--- src/core/exec_pkg.sv ---
package exec_pkg;
  // Instruction word layout
  localparam int unsigned WORD_W = 12;
  localparam int unsigned PC_W = 9;
  localparam int unsigned FILE_COUNT = 32;
  localparam int unsigned STACK_DEPTH = 2;
  // Timing: one short cycle, two when the counter is disturbed
  localparam int unsigned CLK_MHZ = 100;
  localparam int unsigned SHORT_NS = 1000;
  localparam int unsigned LONG_NS = 2000;
  localparam int unsigned SHORT_CYC = SHORT_NS * CLK_MHZ / 1000;
  localparam int unsigned LONG_CYC = LONG_NS * CLK_MHZ / 1000;
  // Reset values
  localparam logic [8:0] PC_RESET = 9'h1ff;
  localparam logic [7:0] W_RESET = 8'h00;
  // Special file addresses
  localparam logic [4:0] F_INDIRECT = 5'h00;
  localparam logic [4:0] F_TIMER = 5'h01;
  localparam logic [4:0] F_COUNTER = 5'h02;
  localparam logic [4:0] F_STATUS = 5'h03;
  localparam logic [4:0] F_INDEX = 5'h04;
  // Status bit positions
  localparam int unsigned ST_C = 0;
  localparam int unsigned ST_DC = 1;
  localparam int unsigned ST_Z = 2;
  // Top-level groups, word[11:10]
  localparam logic [1:0] GRP_FILE0 = 2'h0;
  localparam logic [1:0] GRP_FILE1 = 2'h1;
  localparam logic [1:0] GRP_BIT = 2'h2;
  localparam logic [1:0] GRP_LIT = 2'h3;
  // Bit group: word[9:8]
  localparam logic [1:0] BIT_CLR = 2'h0;
  localparam logic [1:0] BIT_SET = 2'h1;
  localparam logic [1:0] BIT_TSC = 2'h2;
  localparam logic [1:0] BIT_TSS = 2'h3;
  // Literal group: word[10:8] with word[11]=1, word[10]=1 -> 3 bits 2:0 of op
  typedef enum logic [2:0] {
    LIT_LOAD = 3'b000,
    LIT_AND = 3'b001,
    LIT_OR = 3'b010,
    LIT_XOR = 3'b011,
    LIT_RET = 3'b100,
    LIT_CALL = 3'b101,
    LIT_JUMP = 3'b110,
    LIT_NOP = 3'b111
  } lit_op_t;
  // File group: word[9:6]
  typedef enum logic [3:0] {
    FOP_AND = 4'h0,
    FOP_OR = 4'h1,
    FOP_XOR = 4'h2,
    FOP_ADD = 4'h3,
    FOP_MOVW = 4'h4,
    FOP_INC = 4'h5,
    FOP_COM = 4'h6,
    FOP_MOVF = 4'h7,
    FOP_SUB = 4'h8,
    FOP_DECSZ = 4'h9,
    FOP_RR = 4'ha,
    FOP_RL = 4'hb,
    FOP_SWAP = 4'hc,
    FOP_INCSZ = 4'hd,
    FOP_CLR = 4'he,
    FOP_DEC = 4'hf
  } file_op_t;
  typedef enum logic [1:0] {
    ST_FETCH = 2'b00,
    ST_EXEC = 2'b01,
    ST_WAIT = 2'b10
  } exec_state_t;
endpackage

--- src/core/exec_alu.sv ---
`timescale 1ns/1ps
module exec_alu (
  input wire logic [3:0] op_i,
  input wire logic [7:0] f_i,
  input wire logic [7:0] w_i,
  input wire logic c_i,
  output logic [7:0] res_o,
  output logic c_o,
  output logic dc_o,
  output logic z_o,
  output logic upd_c_o,
  output logic upd_dc_o,
  output logic upd_z_o
);
  wire logic [7:0] b_opnd;
  wire logic cin;
  wire logic [4:0] low_sum;
  wire logic [8:0] full_sum;
  wire logic arith;

  // Subtract is f + ~w + 1 on the same adder
  assign arith = (op_i == exec_pkg::FOP_ADD) || (op_i == exec_pkg::FOP_SUB);
  assign b_opnd = (op_i == exec_pkg::FOP_SUB) ? ~w_i : w_i;
  assign cin = (op_i == exec_pkg::FOP_SUB);
  assign low_sum = {1'b0, f_i[3:0]} + {1'b0, b_opnd[3:0]} + {4'h0, cin}; // [RULE_15]
  assign full_sum = {1'b0, f_i} + {1'b0, b_opnd} + {8'h00, cin};

  always_comb begin
    res_o = 8'h00;
    c_o = c_i;
    upd_c_o = 1'b0;
    upd_z_o = 1'b1; // [RULE_12]
    case (op_i)
      exec_pkg::FOP_AND: res_o = w_i & f_i;
      exec_pkg::FOP_OR: res_o = w_i | f_i;
      exec_pkg::FOP_XOR: res_o = w_i ^ f_i;
      exec_pkg::FOP_ADD, exec_pkg::FOP_SUB: begin
        res_o = full_sum[7:0];
        c_o = full_sum[8];
        upd_c_o = 1'b1; // [RULE_12]
      end
      exec_pkg::FOP_MOVW: begin
        res_o = w_i;
        upd_z_o = 1'b0;
      end
      exec_pkg::FOP_INC: res_o = f_i + 8'h01;
      exec_pkg::FOP_COM: res_o = ~f_i;
      exec_pkg::FOP_MOVF: res_o = f_i;
      exec_pkg::FOP_DECSZ: begin
        res_o = f_i - 8'h01; // [RULE_07]
        upd_z_o = 1'b0;
      end
      exec_pkg::FOP_RR: begin
        res_o = {c_i, f_i[7:1]}; // [RULE_09]
        c_o = f_i[0];
        upd_c_o = 1'b1;
        upd_z_o = 1'b0;
      end
      exec_pkg::FOP_RL: begin
        res_o = {f_i[6:0], c_i}; // [RULE_10]
        c_o = f_i[7];
        upd_c_o = 1'b1;
        upd_z_o = 1'b0;
      end
      exec_pkg::FOP_SWAP: begin
        res_o = {f_i[3:0], f_i[7:4]}; // [RULE_11]
        upd_z_o = 1'b0;
      end
      exec_pkg::FOP_INCSZ: begin
        res_o = f_i + 8'h01; // [RULE_08]
        upd_z_o = 1'b0;
      end
      exec_pkg::FOP_CLR: res_o = 8'h00;
      default: res_o = f_i - 8'h01;
    endcase
  end

  assign dc_o = low_sum[4];
  assign upd_dc_o = arith;
  assign z_o = (res_o == 8'h00);
endmodule

--- src/core/exec_unit.sv ---
// How it works
// [RULE_01] A call pushes the counter and jumps to the literal; a return loads W and pops.
// [RULE_02] Bit operations pick one of eight bits with a three-bit field.
// [RULE_03] Bit operations pick one of 32 files; set writes one, clear writes zero.
// [RULE_04] Bit-test-skip adds two to the counter when its test is true, else one.
// [RULE_05] The destination bit sends a file result to W or back to the file.
// [RULE_06] File operations address one of 32 files with a five-bit field.
// [RULE_07] Decrement-skip writes operand minus one and skips when it is zero.
// [RULE_08] Increment-skip writes operand plus one and skips when it is zero.
// [RULE_09] Rotate right goes through carry: bit 0 to carry, carry to bit 7.
// [RULE_10] Rotate left goes through carry: bit 7 to carry, carry to bit 0.
// [RULE_11] Swap exchanges nibbles and leaves all flags alone.
// [RULE_12] Logic, moves, inc, dec, complement and clear touch Z; add and subtract touch C, DC, Z. FOP_MOVW leaves Z unchanged here.
// [RULE_13] Opcode patterns are an encoding of our own inside the given field widths.
// [RULE_14] An instruction takes one short period, two when it skips or changes the counter.
// [RULE_15] Digit carry holds the carry out of the low nibble on add and subtract.
// [RULE_16] File address zero is indirect through the low five bits of the index register.
`timescale 1ns/1ps
module exec_unit #(
  parameter int unsigned SHORT_CYCLES = exec_pkg::SHORT_CYC,
  parameter int unsigned LONG_CYCLES = exec_pkg::LONG_CYC
) (
  input wire logic core_clk_i,
  input wire logic rstn_i,
  // Program memory, combinational read
  output logic [8:0] instr_addr_o,
  input wire logic [11:0] instr_data_i,
  // Software register port
  input wire logic [4:0] reg_addr_i,
  input wire logic [7:0] reg_wdata_i,
  input wire logic reg_wr_i,
  input wire logic reg_rd_i,
  output logic [7:0] reg_rdata_o,
  // Observed state
  output logic [7:0] working_reg_o,
  output logic [2:0] status_flags_o,
  output logic [8:0] return_stack_top_o,
  output logic instr_done_o,
  output logic skip_taken_o
);
  // Fetch, execute and one wait need three cycles at least
  if (SHORT_CYCLES < 3 || LONG_CYCLES <= SHORT_CYCLES || LONG_CYCLES > 16'hffff) begin : g_bad_cyc
    $error("exec_unit: cycle counts unusable");
  end

  // ----------------------------------------
  // Architectural state
  // ----------------------------------------
  logic [7:0] file_mem [exec_pkg::FILE_COUNT];
  logic [8:0] instruction_counter;
  logic [8:0] return_stack [exec_pkg::STACK_DEPTH];
  logic [7:0] working_reg;
  logic carry_flag;
  logic digit_carry_flag;
  logic zero_flag;
  logic [4:0] index_select_register;
  logic [11:0] ir;
  exec_pkg::exec_state_t state;
  logic [15:0] cyc_cnt;
  logic long_instr;
  logic [7:0] rdata;
  logic done_q;
  logic skip_q;

  // ----------------------------------------
  // Decode
  // ----------------------------------------
  wire logic [1:0] grp = ir[11:10];
  wire logic is_bit = (grp == exec_pkg::GRP_BIT);
  wire logic is_lit = (grp == exec_pkg::GRP_LIT);
  wire logic is_file = !is_bit && !is_lit;
  wire logic [1:0] bit_op = ir[9:8];
  wire logic [2:0] bit_sel = ir[7:5]; // [RULE_02]
  wire logic [3:0] fop = ir[9:6]; // [RULE_13]
  wire logic dest_file = ir[5]; // [RULE_05]
  // Literal group: word[9] picks the control half, word[8] the sub-operation
  wire logic [7:0] literal = ir[7:0];
  // Only load and and fit in the data half beside an 8-bit literal;
  // a plain jump is a file write to the counter.
  wire logic [4:0] raw_addr = ir[4:0]; // [RULE_03] [RULE_06]
  wire logic [4:0] eff_addr = (raw_addr == exec_pkg::F_INDIRECT) ?
                              index_select_register : raw_addr; // [RULE_16]

  // Control half of the literal group disturbs the counter
  // and so always takes the long period
  wire logic lit_ctl = is_lit && ir[9];

  // ----------------------------------------
  // File read path
  // ----------------------------------------
  wire logic [7:0] status_byte = {5'h1f, zero_flag, digit_carry_flag, carry_flag};
  function automatic logic [7:0] file_read(input logic [4:0] a, input logic [7:0] sb,
                                           input logic [8:0] pc, input logic [4:0] idx,
                                           input logic [7:0] mem_val);
    logic [7:0] v;
    v = mem_val;
    if (a == exec_pkg::F_TIMER) begin
      v = 8'hff;
    end else if (a == exec_pkg::F_COUNTER) begin
      v = pc[7:0];
    end else if (a == exec_pkg::F_STATUS) begin
      v = sb;
    end else if (a == exec_pkg::F_INDEX) begin
      v = {3'h7, idx};
    end else if (a == exec_pkg::F_INDIRECT) begin
      v = 8'h00;
    end
    return v;
  endfunction

  wire logic [7:0] f_val = file_read(eff_addr, status_byte, instruction_counter,
                                      index_select_register, file_mem[eff_addr]);

  // ----------------------------------------
  // ALU
  // ----------------------------------------
  logic [7:0] alu_res;
  logic alu_c;
  logic alu_dc;
  logic alu_z;
  logic upd_c;
  logic upd_dc;
  logic upd_z;

  exec_alu u_alu (
    .op_i(fop),
    .f_i(f_val),
    .w_i(working_reg),
    .c_i(carry_flag),
    .res_o(alu_res),
    .c_o(alu_c),
    .dc_o(alu_dc),
    .z_o(alu_z),
    .upd_c_o(upd_c),
    .upd_dc_o(upd_dc),
    .upd_z_o(upd_z)
  );

  // ----------------------------------------
  // Next-state computation for one instruction
  // ----------------------------------------
  wire logic [7:0] bit_mask = 8'h01 << bit_sel;
  wire logic bit_val = f_val[bit_sel];
  wire logic bit_skip = (bit_op == exec_pkg::BIT_TSS && bit_val) ||
                        (bit_op == exec_pkg::BIT_TSC && !bit_val); // [RULE_04]
  wire logic cnt_skip = (fop == exec_pkg::FOP_DECSZ || fop == exec_pkg::FOP_INCSZ) &&
                        (alu_res == 8'h00); // [RULE_07] [RULE_08]
  wire logic do_skip = (is_bit && bit_skip) || (is_file && cnt_skip);
  wire logic pc_load = lit_ctl || (is_file && dest_file && eff_addr == exec_pkg::F_COUNTER);
  wire logic [8:0] pc_plus1 = instruction_counter + 9'h001;
  wire logic [8:0] pc_plus2 = instruction_counter + 9'h002; // [RULE_04]

  logic [7:0] next_w;
  logic next_file_we;
  logic [7:0] next_file_val;
  logic [8:0] next_pc;
  logic next_push;
  logic next_pop;
  logic next_c;
  logic next_dc;
  logic next_z;

  always_comb begin
    next_w = working_reg;
    next_file_we = 1'b0;
    next_file_val = alu_res;
    next_pc = do_skip ? pc_plus2 : pc_plus1;
    next_push = 1'b0;
    next_pop = 1'b0;
    next_c = carry_flag;
    next_dc = digit_carry_flag;
    next_z = zero_flag;
    if (is_bit) begin
      if (bit_op == exec_pkg::BIT_SET) begin
        next_file_we = 1'b1;
        next_file_val = f_val | bit_mask; // [RULE_03]
      end else if (bit_op == exec_pkg::BIT_CLR) begin
        next_file_we = 1'b1;
        next_file_val = f_val & ~bit_mask; // [RULE_03]
      end
    end else if (is_file) begin
      if (dest_file) begin
        next_file_we = 1'b1; // [RULE_05]
      end else begin
        next_w = alu_res;
      end
      if (upd_c) begin
        next_c = alu_c;
      end
      if (upd_dc) begin
        next_dc = alu_dc; // [RULE_15]
      end
      if (upd_z) begin
        next_z = alu_z;
      end
    end else if (!lit_ctl) begin
      case (ir[9:8])
        2'h0: next_w = literal;
        2'h1: begin
          next_w = literal & working_reg;
          next_z = ((literal & working_reg) == 8'h00);
        end
        2'h2: begin
          next_w = literal | working_reg;
          next_z = ((literal | working_reg) == 8'h00);
        end
        default: begin
          next_w = literal ^ working_reg;
          next_z = ((literal ^ working_reg) == 8'h00);
        end
      endcase
    end else begin
      case (ir[9:8])
        2'h2: begin
          next_w = literal; // [RULE_01]
          next_pc = return_stack[0];
          next_pop = 1'b1;
        end
        2'h3: begin
          // Return address is the word after the call;
          // the push below stores it, the literal is the target
          // within the lower half of program space
          next_pc = {1'b0, literal};
          next_push = 1'b1; // [RULE_01]
        end
        default: next_pc = {1'b0, literal};
      endcase
    end
    // A file write to the counter redirects the flow
    if (is_file && dest_file && eff_addr == exec_pkg::F_COUNTER) begin
      next_pc = {1'b0, alu_res};
    end
  end

  // Literal group split: word[9]=1 control, word[9]=0 data -- grp 3 only
  // Sub-ops above: word[9]=1 selects control (return, call)

  // ----------------------------------------
  // Sequencer
  // ----------------------------------------
  wire logic long_now = do_skip || pc_load; // [RULE_14]
  wire logic [15:0] target = long_instr ? 16'(LONG_CYCLES) : 16'(SHORT_CYCLES);
  wire logic sw_wr = reg_wr_i && (state != exec_pkg::ST_EXEC);

  always_ff @(posedge core_clk_i or negedge rstn_i) begin
    if (!rstn_i) begin
      state <= exec_pkg::ST_FETCH;
      cyc_cnt <= 16'h0000;
      long_instr <= 1'b0;
      ir <= 12'h000;
    end else begin
      case (state)
        exec_pkg::ST_FETCH: begin
          ir <= instr_data_i;
          cyc_cnt <= 16'h0001;
          state <= exec_pkg::ST_EXEC;
        end
        exec_pkg::ST_EXEC: begin
          long_instr <= long_now;
          cyc_cnt <= cyc_cnt + 16'h0001;
          state <= exec_pkg::ST_WAIT;
        end
        default: begin
          if (cyc_cnt + 16'h0001 >= target) begin // [RULE_14]
            state <= exec_pkg::ST_FETCH;
          end
          cyc_cnt <= cyc_cnt + 16'h0001;
        end
      endcase
    end
  end

  wire logic exec_now = (state == exec_pkg::ST_EXEC);

  always_ff @(posedge core_clk_i or negedge rstn_i) begin
    if (!rstn_i) begin
      instruction_counter <= exec_pkg::PC_RESET;
      working_reg <= exec_pkg::W_RESET;
      carry_flag <= 1'b0;
      digit_carry_flag <= 1'b0;
      zero_flag <= 1'b0;
      index_select_register <= 5'h00;
      return_stack[0] <= 9'h000;
      return_stack[1] <= 9'h000;
      done_q <= 1'b0;
      skip_q <= 1'b0;
    end else begin
      done_q <= exec_now;
      skip_q <= exec_now && do_skip;
      if (exec_now) begin
        instruction_counter <= next_pc;
        working_reg <= next_w;
        carry_flag <= next_c;
        digit_carry_flag <= next_dc;
        zero_flag <= next_z;
        if (next_push) begin
          return_stack[0] <= pc_plus1; // [RULE_01]
          return_stack[1] <= return_stack[0];
        end else if (next_pop) begin
          return_stack[0] <= return_stack[1]; // [RULE_01]
        end
        if (next_file_we && eff_addr == exec_pkg::F_STATUS) begin
          carry_flag <= next_file_val[exec_pkg::ST_C];
          digit_carry_flag <= next_file_val[exec_pkg::ST_DC];
          zero_flag <= next_file_val[exec_pkg::ST_Z];
        end
        if (next_file_we && eff_addr == exec_pkg::F_INDEX) begin
          index_select_register <= next_file_val[4:0];
        end
      end else if (sw_wr && reg_addr_i == exec_pkg::F_INDEX) begin
        index_select_register <= reg_wdata_i[4:0];
      end
    end
  end

  // General file storage, no reset so it maps to RAM
  always_ff @(posedge core_clk_i) begin
    if (exec_now && next_file_we && eff_addr > exec_pkg::F_INDEX) begin
      file_mem[eff_addr] <= next_file_val;
    end else if (sw_wr && reg_addr_i > exec_pkg::F_INDEX) begin
      file_mem[reg_addr_i] <= reg_wdata_i;
    end
  end

  // ----------------------------------------
  // Software read port
  // ----------------------------------------
  always_ff @(posedge core_clk_i or negedge rstn_i) begin
    if (!rstn_i) begin
      rdata <= 8'h00;
    end else if (reg_rd_i) begin
      rdata <= file_read(reg_addr_i, status_byte, instruction_counter,
                         index_select_register, file_mem[reg_addr_i]);
    end
  end

  assign reg_rdata_o = rdata;
  assign instr_addr_o = instruction_counter;
  assign working_reg_o = working_reg;
  assign status_flags_o = {zero_flag, digit_carry_flag, carry_flag};
  assign return_stack_top_o = return_stack[0];
  assign instr_done_o = done_q;
  assign skip_taken_o = skip_q;
endmodule

--- config.mk ---
export PLATFORM = sky130hd
export DESIGN_NAME = exec_unit
export DESIGN_NICKNAME = d
export VERILOG_FILES = /design/src/core/exec_pkg.sv /design/src/core/exec_alu.sv /design/src/core/exec_unit.sv
export SDC_FILE = /design/constraint.sdc
export NUM_CORES = 1
export LEC_CHECK = 0
export BUFFER_PORTS_ARGS = -buffer_cell sky130_fd_sc_hd__buf_2
export CORE_ASPECT_RATIO = 2
export CORE_MARGIN = 4
export CORE_UTILIZATION = 50
export DETAILED_ROUTE_END_ITERATION = 6
export PLACE_DENSITY = 0.75
export SYNTH_ARGS = -nofsm -noshare
export SYNTH_HDL_FRONTEND = slang
export SYNTH_SLANG_ARGS = --single-unit
--- constraint.sdc ---
create_clock -name core_clk_i -period 9.7 [get_ports core_clk_i]
set_input_delay 0.485 -clock core_clk_i [delete_from_list [all_inputs] [get_ports core_clk_i]]
set_output_delay 0.485 -clock core_clk_i [all_outputs]
set_load 0.01 [all_outputs]
==> results of run 1 <==
-- through the flow --
stage               setup slack, ns  cells  utilization  hold WS, ns
global placement               2.15   2326        0.529        0.367
global route                  0.992   2382        0.554       0.0785
finish                         1.42   2383        0.554       0.0703
CTS                            1.77   2382        0.554       0.0750
floorplan                      3.43   1828            -        0.189
detailed placement             1.88   2326        0.529        0.367
-- critical path: stages, from the launching register on --
cell      delay, ns
dfrtp_1        0.86
clkinv_1       0.76
o21ai_4        0.54
buf_4          0.57
nand2_1        0.16
a31oi_1        0.23
nand3_1        0.24
o22ai_1        0.42
a21oi_1        0.12
buf_4          0.20
inv_1          0.13
ha_1           0.19
nand2_1        0.08
o21bai_1       0.37
nor3_1         0.13
o32ai_2        0.48
xnor2_1        0.12
a22oi_1        0.92
a21oi_1        0.26
a21oi_2        1.01
-- layer usage --
metal	track usage	routed length, um	vias to the layer above
met5	0	7	-
met4	0.322	9870	2
met3	0.0742	7250	482
met2	0.557	35600	1196
met1	0.339	21600	8114
li1	-	-	7009
-- how the worst max path moves through the flow --
stage           from               to  slack (ns)  cells after the start
3_5_place_dp   ir[1]  file_mem[16][5]        1.88                     19
3_3_place_gp   ir[1]  instr_addr_o[1]        2.15                     21
6_report       ir[1]  file_mem[30][5]        1.42                     19
5_1_grt        ir[1]  instr_addr_o[1]        0.99                     21
4_1_cts        ir[1]   file_mem[7][5]        1.77                     19
2_1_floorplan  ir[2]   file_mem[0][6]        3.43                     19
-- flip-flops by register name, summed over array words and instances (netlist names) --
signal,flops
carry_flag,1
cyc_cnt,16
digit_carry_flag,1
file_mem,256
index_select_register,5
instr_addr_o,9
instr_done_o,1
ir,12
long_instr,1
reg_rdata_o,8
return_stack,9
return_stack_top_o,9
skip_taken_o,1
state,2
working_reg_o,8
zero_flag,1
-- area by class of cell --
| type | instances | area, um^2 | share of cell area |
|---|---|---|---|
| sequential | 340 | 9800 | 0.446 |
| multi-input combinational | 1311 | 9740 | 0.443 |
| clock buffer | 35 | 769 | 0.0350 |
| timing repair buffer | 109 | 661 | 0.0300 |
| tap | 525 | 657 | 0.0299 |
| clock inverter | 20 | 200 | 0.00910 |
| inverter | 42 | 158 | 0.00717 |
| antenna | 1 | 2.50 | 0.000114 |
-- cells by family after synthesis --
| kind of cell | Yosys count | share of synthesized area |
|---|---|---|
| xor gates and xnor gates | 42 | 0.0183 |
| muxes | 156 | 0.127 |
| other | 1 | 0.000186 |
| adders and majority gates | 54 | 0.0338 |
| buffers and inverters | 177 | 0.0395 |
| AOI/OAI and AO/OA | 515 | 0.181 |
| and+or+nand+nor | 504 | 0.114 |
| DFF | 340 | 0.486 |
-- power breakdown --
part / internal, mW / switching, mW / total (mW) / leakage, nW
registers: 1.69 / 0.0692 / 1.76 / 3.38
logic: 0.252 / 0.526 / 0.778 / 4.07
clock network: 0.612 / 0.593 / 1.21 / 0.456
total: 2.55 / 1.19 / 3.74 / 7.91
-- placed cells by master, fill, tap and decap left out, types with 10 or more instances in the layout --
cell type	n
xnor2_1	29
mux2_2	24
nand4_1	12
nor2_1	122
o211ai_1	19
nor2b_1	10
o22a_1	10
a221oi_1	17
o211a_1	17
mux4_2	78
o21ai_0	97
a21oi_1	112
nand3_1	41
clkbuf_16	30
buf_2	64
a32oi_1	16
xor2_1	13
o221ai_1	36
nand2b_1	14
a22oi_1	18
buf_4	44
nand2_1	202
inv_1	40
ha_1	52
a211oi_1	25
conb_1	40
edfxtp_1	256
and2_1	10
a221o_1	11
mux2i_1	54
dfrtp_1	75
nor3_1	44
a31oi_1	27
and3_1	10
==> flow_summary_export.csv, run 1 <==
group,metric,value,unit
synthesis,netlist_top_cells_count,"256 x edfxtp_1, 202 x nand2_1, 124 x nor2_1",
cts,post_cts_buffers,0,
routing,wl,74400,um
global_routing,grt.total_usage,0.336,
global_routing,grt-ovfl-total,0,
hold_path,worstHoldPathType,"primary input to flop",
synthesis,ys_ff_latch,340,
critical_path,worstReg2RegStart,"ir[1]",
synthesis,synth_area_leaders,"edfxtp_1 38%, dfrtp_1 9.3%, mux4_2 8.7%",
placed_design,placed_cell_area,21000,um^2
synthesis,ys.flop_type,"edfxtp_1",
synthesis,ys_seq_area_frac,0.486,
hold_path,worstHoldEndpoint,"ir[3]",
cts,cts_resized,0,
cts,numCtsBuffers,30,
synthesis,syn-cell-area,20100,um^2
cells_and_area,n_fill_cell,3378,
sta,fin_crit_sh,0.854,
cells_and_area,final_nets,1916,
placed_design,gp_congestion,1.02,
synthesis,synth_top_cell_area_share,0.382,
synthesis,post-synth-top-count-cell,"edfxtp_1",
routing,firstDrtPassIters,7,
global_routing,grt_max_degree,70,
die,fp.coreArea,39700,um^2
sta,drv_slew,0,
run,maxCapViolCount,0,
critical_path,cp-start-kind,"flop",
power_and_ir_drop,vdd_drop_max,143,uV
routing,post_drt_wl_per_cell,31.2,um
routing,avgViaCountPerCell,7.05,
sta,fmax,121,MHz
critical_path,crit_arrival,8.49,ns
critical_path,reg2reg_slack,1.42,ns
routing,drcViolationCount,0,
critical_path,endpoint_kind,"flop",
placed_design,portBuffers,67,
cells_and_area,final_layout_size_suffix_gt1_frac,0.166,
sta,setup_viol,0,
cts,clk_pin_slew,0.08,ns
routing,ant_nets,0,
global_routing,grt_pass1_vias,16700,
critical_path,worstReg2RegEnd,"file_mem[30][5]",
sta,final-hold-violation-count,0,
power_and_ir_drop,power,3.74,mW
cts,cts_max_level,1,
global_routing,grt_pass1_wl,108000,um
sta,min_period,8.28,ns
routing,initialDrtViolationCount,2177,
critical_path,critical_path_required,9.91,ns
power_and_ir_drop,leakagePower,7.91,nW
synthesis,synth_top_area_cell,"edfxtp_1",
critical_path,critical_path_class,"flop to flop",
die,fp.dieW,150,um
sta,grt_setup_unrepaired,"false",
die,die-area,43800,um^2
routing,num_vias,16800,
cts,clockBufferDepth,3,
hold_path,hp-start,"instr_data_i[3]",
synthesis,synth_cells,1789,
die,io_pins,68,
run_status,status,"finished clean",
synthesis,ys.warnings.count,0,
power_and_ir_drop,powerDensity,170,nW/um^2
sta,fin_skew,0.0605,ns
cts,clock_latency,0.64,ns
sta,max-slew-margin-rel,0.0764,
cts,clockRootBuffer,"clkbuf_16",
die,die_h,292,um
synthesis,syn_avg_cell_area,11.3,um^2
synthesis,synth_edf_count,256,
cts,cts_tree,"yes",
cts,cts_sinks,340,
sta,worst_pin_slew,1.38,ns
die,num_rows,103,
synthesis,async_reset_ff_frac,0.247,
critical_path,critPathMaxFanout,36,
die,start_util,0.508,
cells_and_area,final_area,22000,um^2
synthesis,synth.distinct_cells,94,
cells_and_area,areaGrowthSynthToFinish,9.15,%
critical_path,r2r_cells,19,
global_routing,antenna_found_initial,2,
placed_design,dp_hpwl,51700,um
hold_path,whs_path_depth,3,
sta,tns,0,ns
cts,ctsHoldBuffers,1,
(Power assumes the default switching activity.)
==> run 2: changes to the inputs <==
--- a/config.mk
+++ b/config.mk
@@ -5,6 +5,7 @@
 export SDC_FILE = /design/constraint.sdc
 export NUM_CORES = 1
 export LEC_CHECK = 0
+export ABC_AREA = 1
 export BUFFER_PORTS_ARGS = -buffer_cell sky130_fd_sc_hd__buf_2
 export CORE_ASPECT_RATIO = 2
 export CORE_MARGIN = 4
==> flow_summary_export.csv, run 2 <==
group,metric,value,unit
critical_path,worstReg2RegStart,"ir[2]",
placed_design,dp_hpwl,59000,um
sta,grt_setup_unrepaired,"false",
cells_and_area,regMostFlops,"file_mem",
critical_path,endpoint_kind,"flop",
run_status,status,"finished clean",
sta,min_period,7.14,ns
cells_and_area,reg_top3,"file_mem x256, cyc_cnt x16, ir x12",
critical_path,critical_path.top_delay_family,"simple AND/OR/NAND/NOR gates",
routing,post_drt_wl_per_cell,26.0,um
synthesis,synth_area_leaders,"edfxtp_1 37%, nand2_1 13%, dfrtp_1 9.1%",
synthesis,post-synth-top-count-cell,"nand2_1",
critical_path,cp-start-kind,"flop",
cts,cts_max_level,1,
critical_path,critical_path_class,"flop to flop",
cells_and_area,largest_reg_flops,256,
cts,clk_pin_slew,0.08,ns
routing,ant_nets,0,
sta,setup_viol,0,
global_routing,grt_pass1_wl,120000,um
synthesis,synth_top_area_cell,"edfxtp_1",
cts,cts_sinks,340,
cells_and_area,areaGrowthSynthToFinish,9.30,%
global_routing,grt_pass1_vias,19400,
synthesis,synth_top_family_by_area,"simple AND/OR/NAND/NOR gates",
critical_path,slowest_stage,"nand2_4",
cts,post_cts_buffers,0,
synthesis,ys.warnings.count,0,
sta,final-hold-violation-count,0,
synthesis,synth_simple_gate_area_frac,0.246,
sta,max-slew-margin-rel,0.0570,
cells_and_area,final_util,0.556,
cells_and_area,final_nets,2693,
synthesis,syn-cell-area,20600,um^2
die,die-area,44700,um^2
sta,fin_skew,0.0295,ns
power_and_ir_drop,leakagePower,9.87,nW
global_routing,grt_max_degree,69,
routing,wl,82300,um
placed_design,pre_cts_ws,2.78,ns
sta,fin_crit_sh,0.736,
placed_design,gp_congestion,1.09,
critical_path,critical_path_required,10.21,ns
sta,tns,0,ns
synthesis,synth-xor-area-share,0.0136,
placed_design,portBuffers,67,
critical_path,crit_arrival,7.65,ns
die,fp.coreArea,40500,um^2
routing,num_vias,19400,
cells_and_area,final_layout_size_suffix_gt1_frac,0.0910,
cells_and_area,final_cell_mix,"720 x nand2_1, 316 x inv_1, 256 x edfxtp_1",
critical_path,r2r_cells,29,
critical_path,crit_top_cell,"nand2_1",
cts,numCtsBuffers,31,
cts,clockRootBuffer,"clkbuf_16",
synthesis,synth_fa_ha_area_frac,0.0326,
critical_path,critPathMaxFanout,68,
placed_design,place_inst,3107,
cts,clock_latency,0.61,ns
cts,cts_tree,"yes",
critical_path,cp_slowest_stage_delay,0.87,ns
power_and_ir_drop,powerDensity,166,nW/um^2
hold_path,whs_path_depth,3,
global_routing,grt-ovfl-total,0,
routing,initialDrtViolationCount,2007,
global_routing,grt.total_usage,0.369,
cells_and_area,final_cells,3170,
critical_path,reg2reg_slack,2.56,ns
die,fp.dieW,151,um
synthesis,synth_top_cell_area_share,0.374,
synthesis,ys.flop_type,"edfxtp_1",
hold_path,worstHoldEndpoint,"ir[6]",
routing,avgViaCountPerCell,6.11,
critical_path,worst-path-buf-inv,1,
hold_path,hp-start,"instr_data_i[6]",
die,io_pins,68,
synthesis,synth_cells,2549,
sta,finalWorstSetupSlack,2.56,ns
synthesis,synth_edf_count,256,
synthesis,ys_ff_latch,340,
sta,fmax,140,MHz
sta,worst_pin_slew,1.41,ns
synthesis,synth-compound-area-share,0.139,
synthesis,netlist_top_cells_count,"721 x nand2_1, 316 x inv_1, 256 x edfxtp_1",
power_and_ir_drop,vdd_drop_max,162,uV
hold_path,worstHoldPathType,"primary input to flop",
die,num_rows,104,
global_routing,antenna_found_initial,6,
die,start_util,0.508,
synthesis,synth.distinct_cells,62,
run,maxCapViolCount,0,
synthesis,syn_avg_cell_area,8.07,um^2
routing,firstDrtPassIters,7,
synthesis,async_reset_ff_frac,0.247,
cts,clockBufferDepth,3,
die,die_h,295,um
critical_path,worstReg2RegEnd,"instr_addr_o[7]",
cells_and_area,layout_commonest_cell,"nand2_1",
routing,drcViolationCount,0,
sta,drv_slew,0,
cells_and_area,n_fill_cell,3803,
synthesis,muxShareOfSynthArea,0.00103,
synthesis,ys_seq_area_frac,0.476,
## run 2: worst reg2reg max path, delay by kind of cell, from the launching register on
family / cells / cell delay [ns]
AND/OR/NAND/NOR: 25 / 5.26
AO/OA/AOI/OAI: 2 / 0.87
flip-flops: 1 / 0.47
adder cells (fa/ha/maj): 1 / 0.24
buffers and inverters: 1 / 0.18
## run 2: cell type report
cell class | count | area, um^2 | share of cell area
clock buffers | 34 | 808 | 0.0359
well taps | 530 | 663 | 0.0295
flip-flops and latches | 340 | 9800 | 0.436
multi-input cells | 1799 | 9130 | 0.406
diodes | 4 | 10.0 | 0.000445
clock inverters | 24 | 184 | 0.00818
inverters | 332 | 1250 | 0.0555
repair buffers | 107 | 641 | 0.0285
## run 2: worst max-delay path by stage
stage           from         endpoint  slack [ns]  cells after the start
4_1_cts        ir[2]  instr_addr_o[7]        2.73                     29
2_1_floorplan  ir[2]   file_mem[0][7]        5.24                     29
3_5_place_dp   ir[2]  instr_addr_o[7]        2.78                     30
5_1_grt        ir[2]  instr_addr_o[7]        2.30                     30
6_report       ir[2]  instr_addr_o[7]        2.56                     29
3_3_place_gp   ir[2]  instr_addr_o[7]        2.92                     30
## run 2: layer usage
layer,track usage,share of wire
met1,0.356,0.29
met2,0.608,0.48
met3,0.0900,0.090
met4,0.386,0.14
met5,0,0.00041
## run 2: kinds of logic (layout without fill, tap and decap cells)
family / after synthesis / in the layout
and+or+nand+nor: 1212 / 1212
AOI/OAI and AO/OA: 460 / 460
buffers and inverters: 449 / 497
DFF: 340 / 340
adders and majority gates: 53 / 53
xor gates and xnor gates: 32 / 32
muxes: 2 / 2
other: 1 / 44
## run 2: repair_timing
action,in CTS,in global routing
endpoints found under the hold margin,25,0
hold buffers,1,0
gates resized for setup,0,0
## run 2: power breakdown
group | internal [mW] | leakage, nW | switching [mW] | total (mW)
clock network | 0.637 | 0.493 | 0.583 | 1.22
registers | 1.67 | 3.40 | 0.0591 | 1.73
logic | 0.198 | 5.98 | 0.573 | 0.771
## run 2: stage by stage
step                      hold slack (ns)  instance area (um^2)  total power [mW]
final                              0.0803                 22500              3.72
after global routing                0.108                 22500              3.85
after CTS                          0.0683                 22500              3.70
after detailed placement            0.415                 21500              2.50
after global placement              0.409                 21500              2.49
after floorplan                     0.189                 20700              2.19
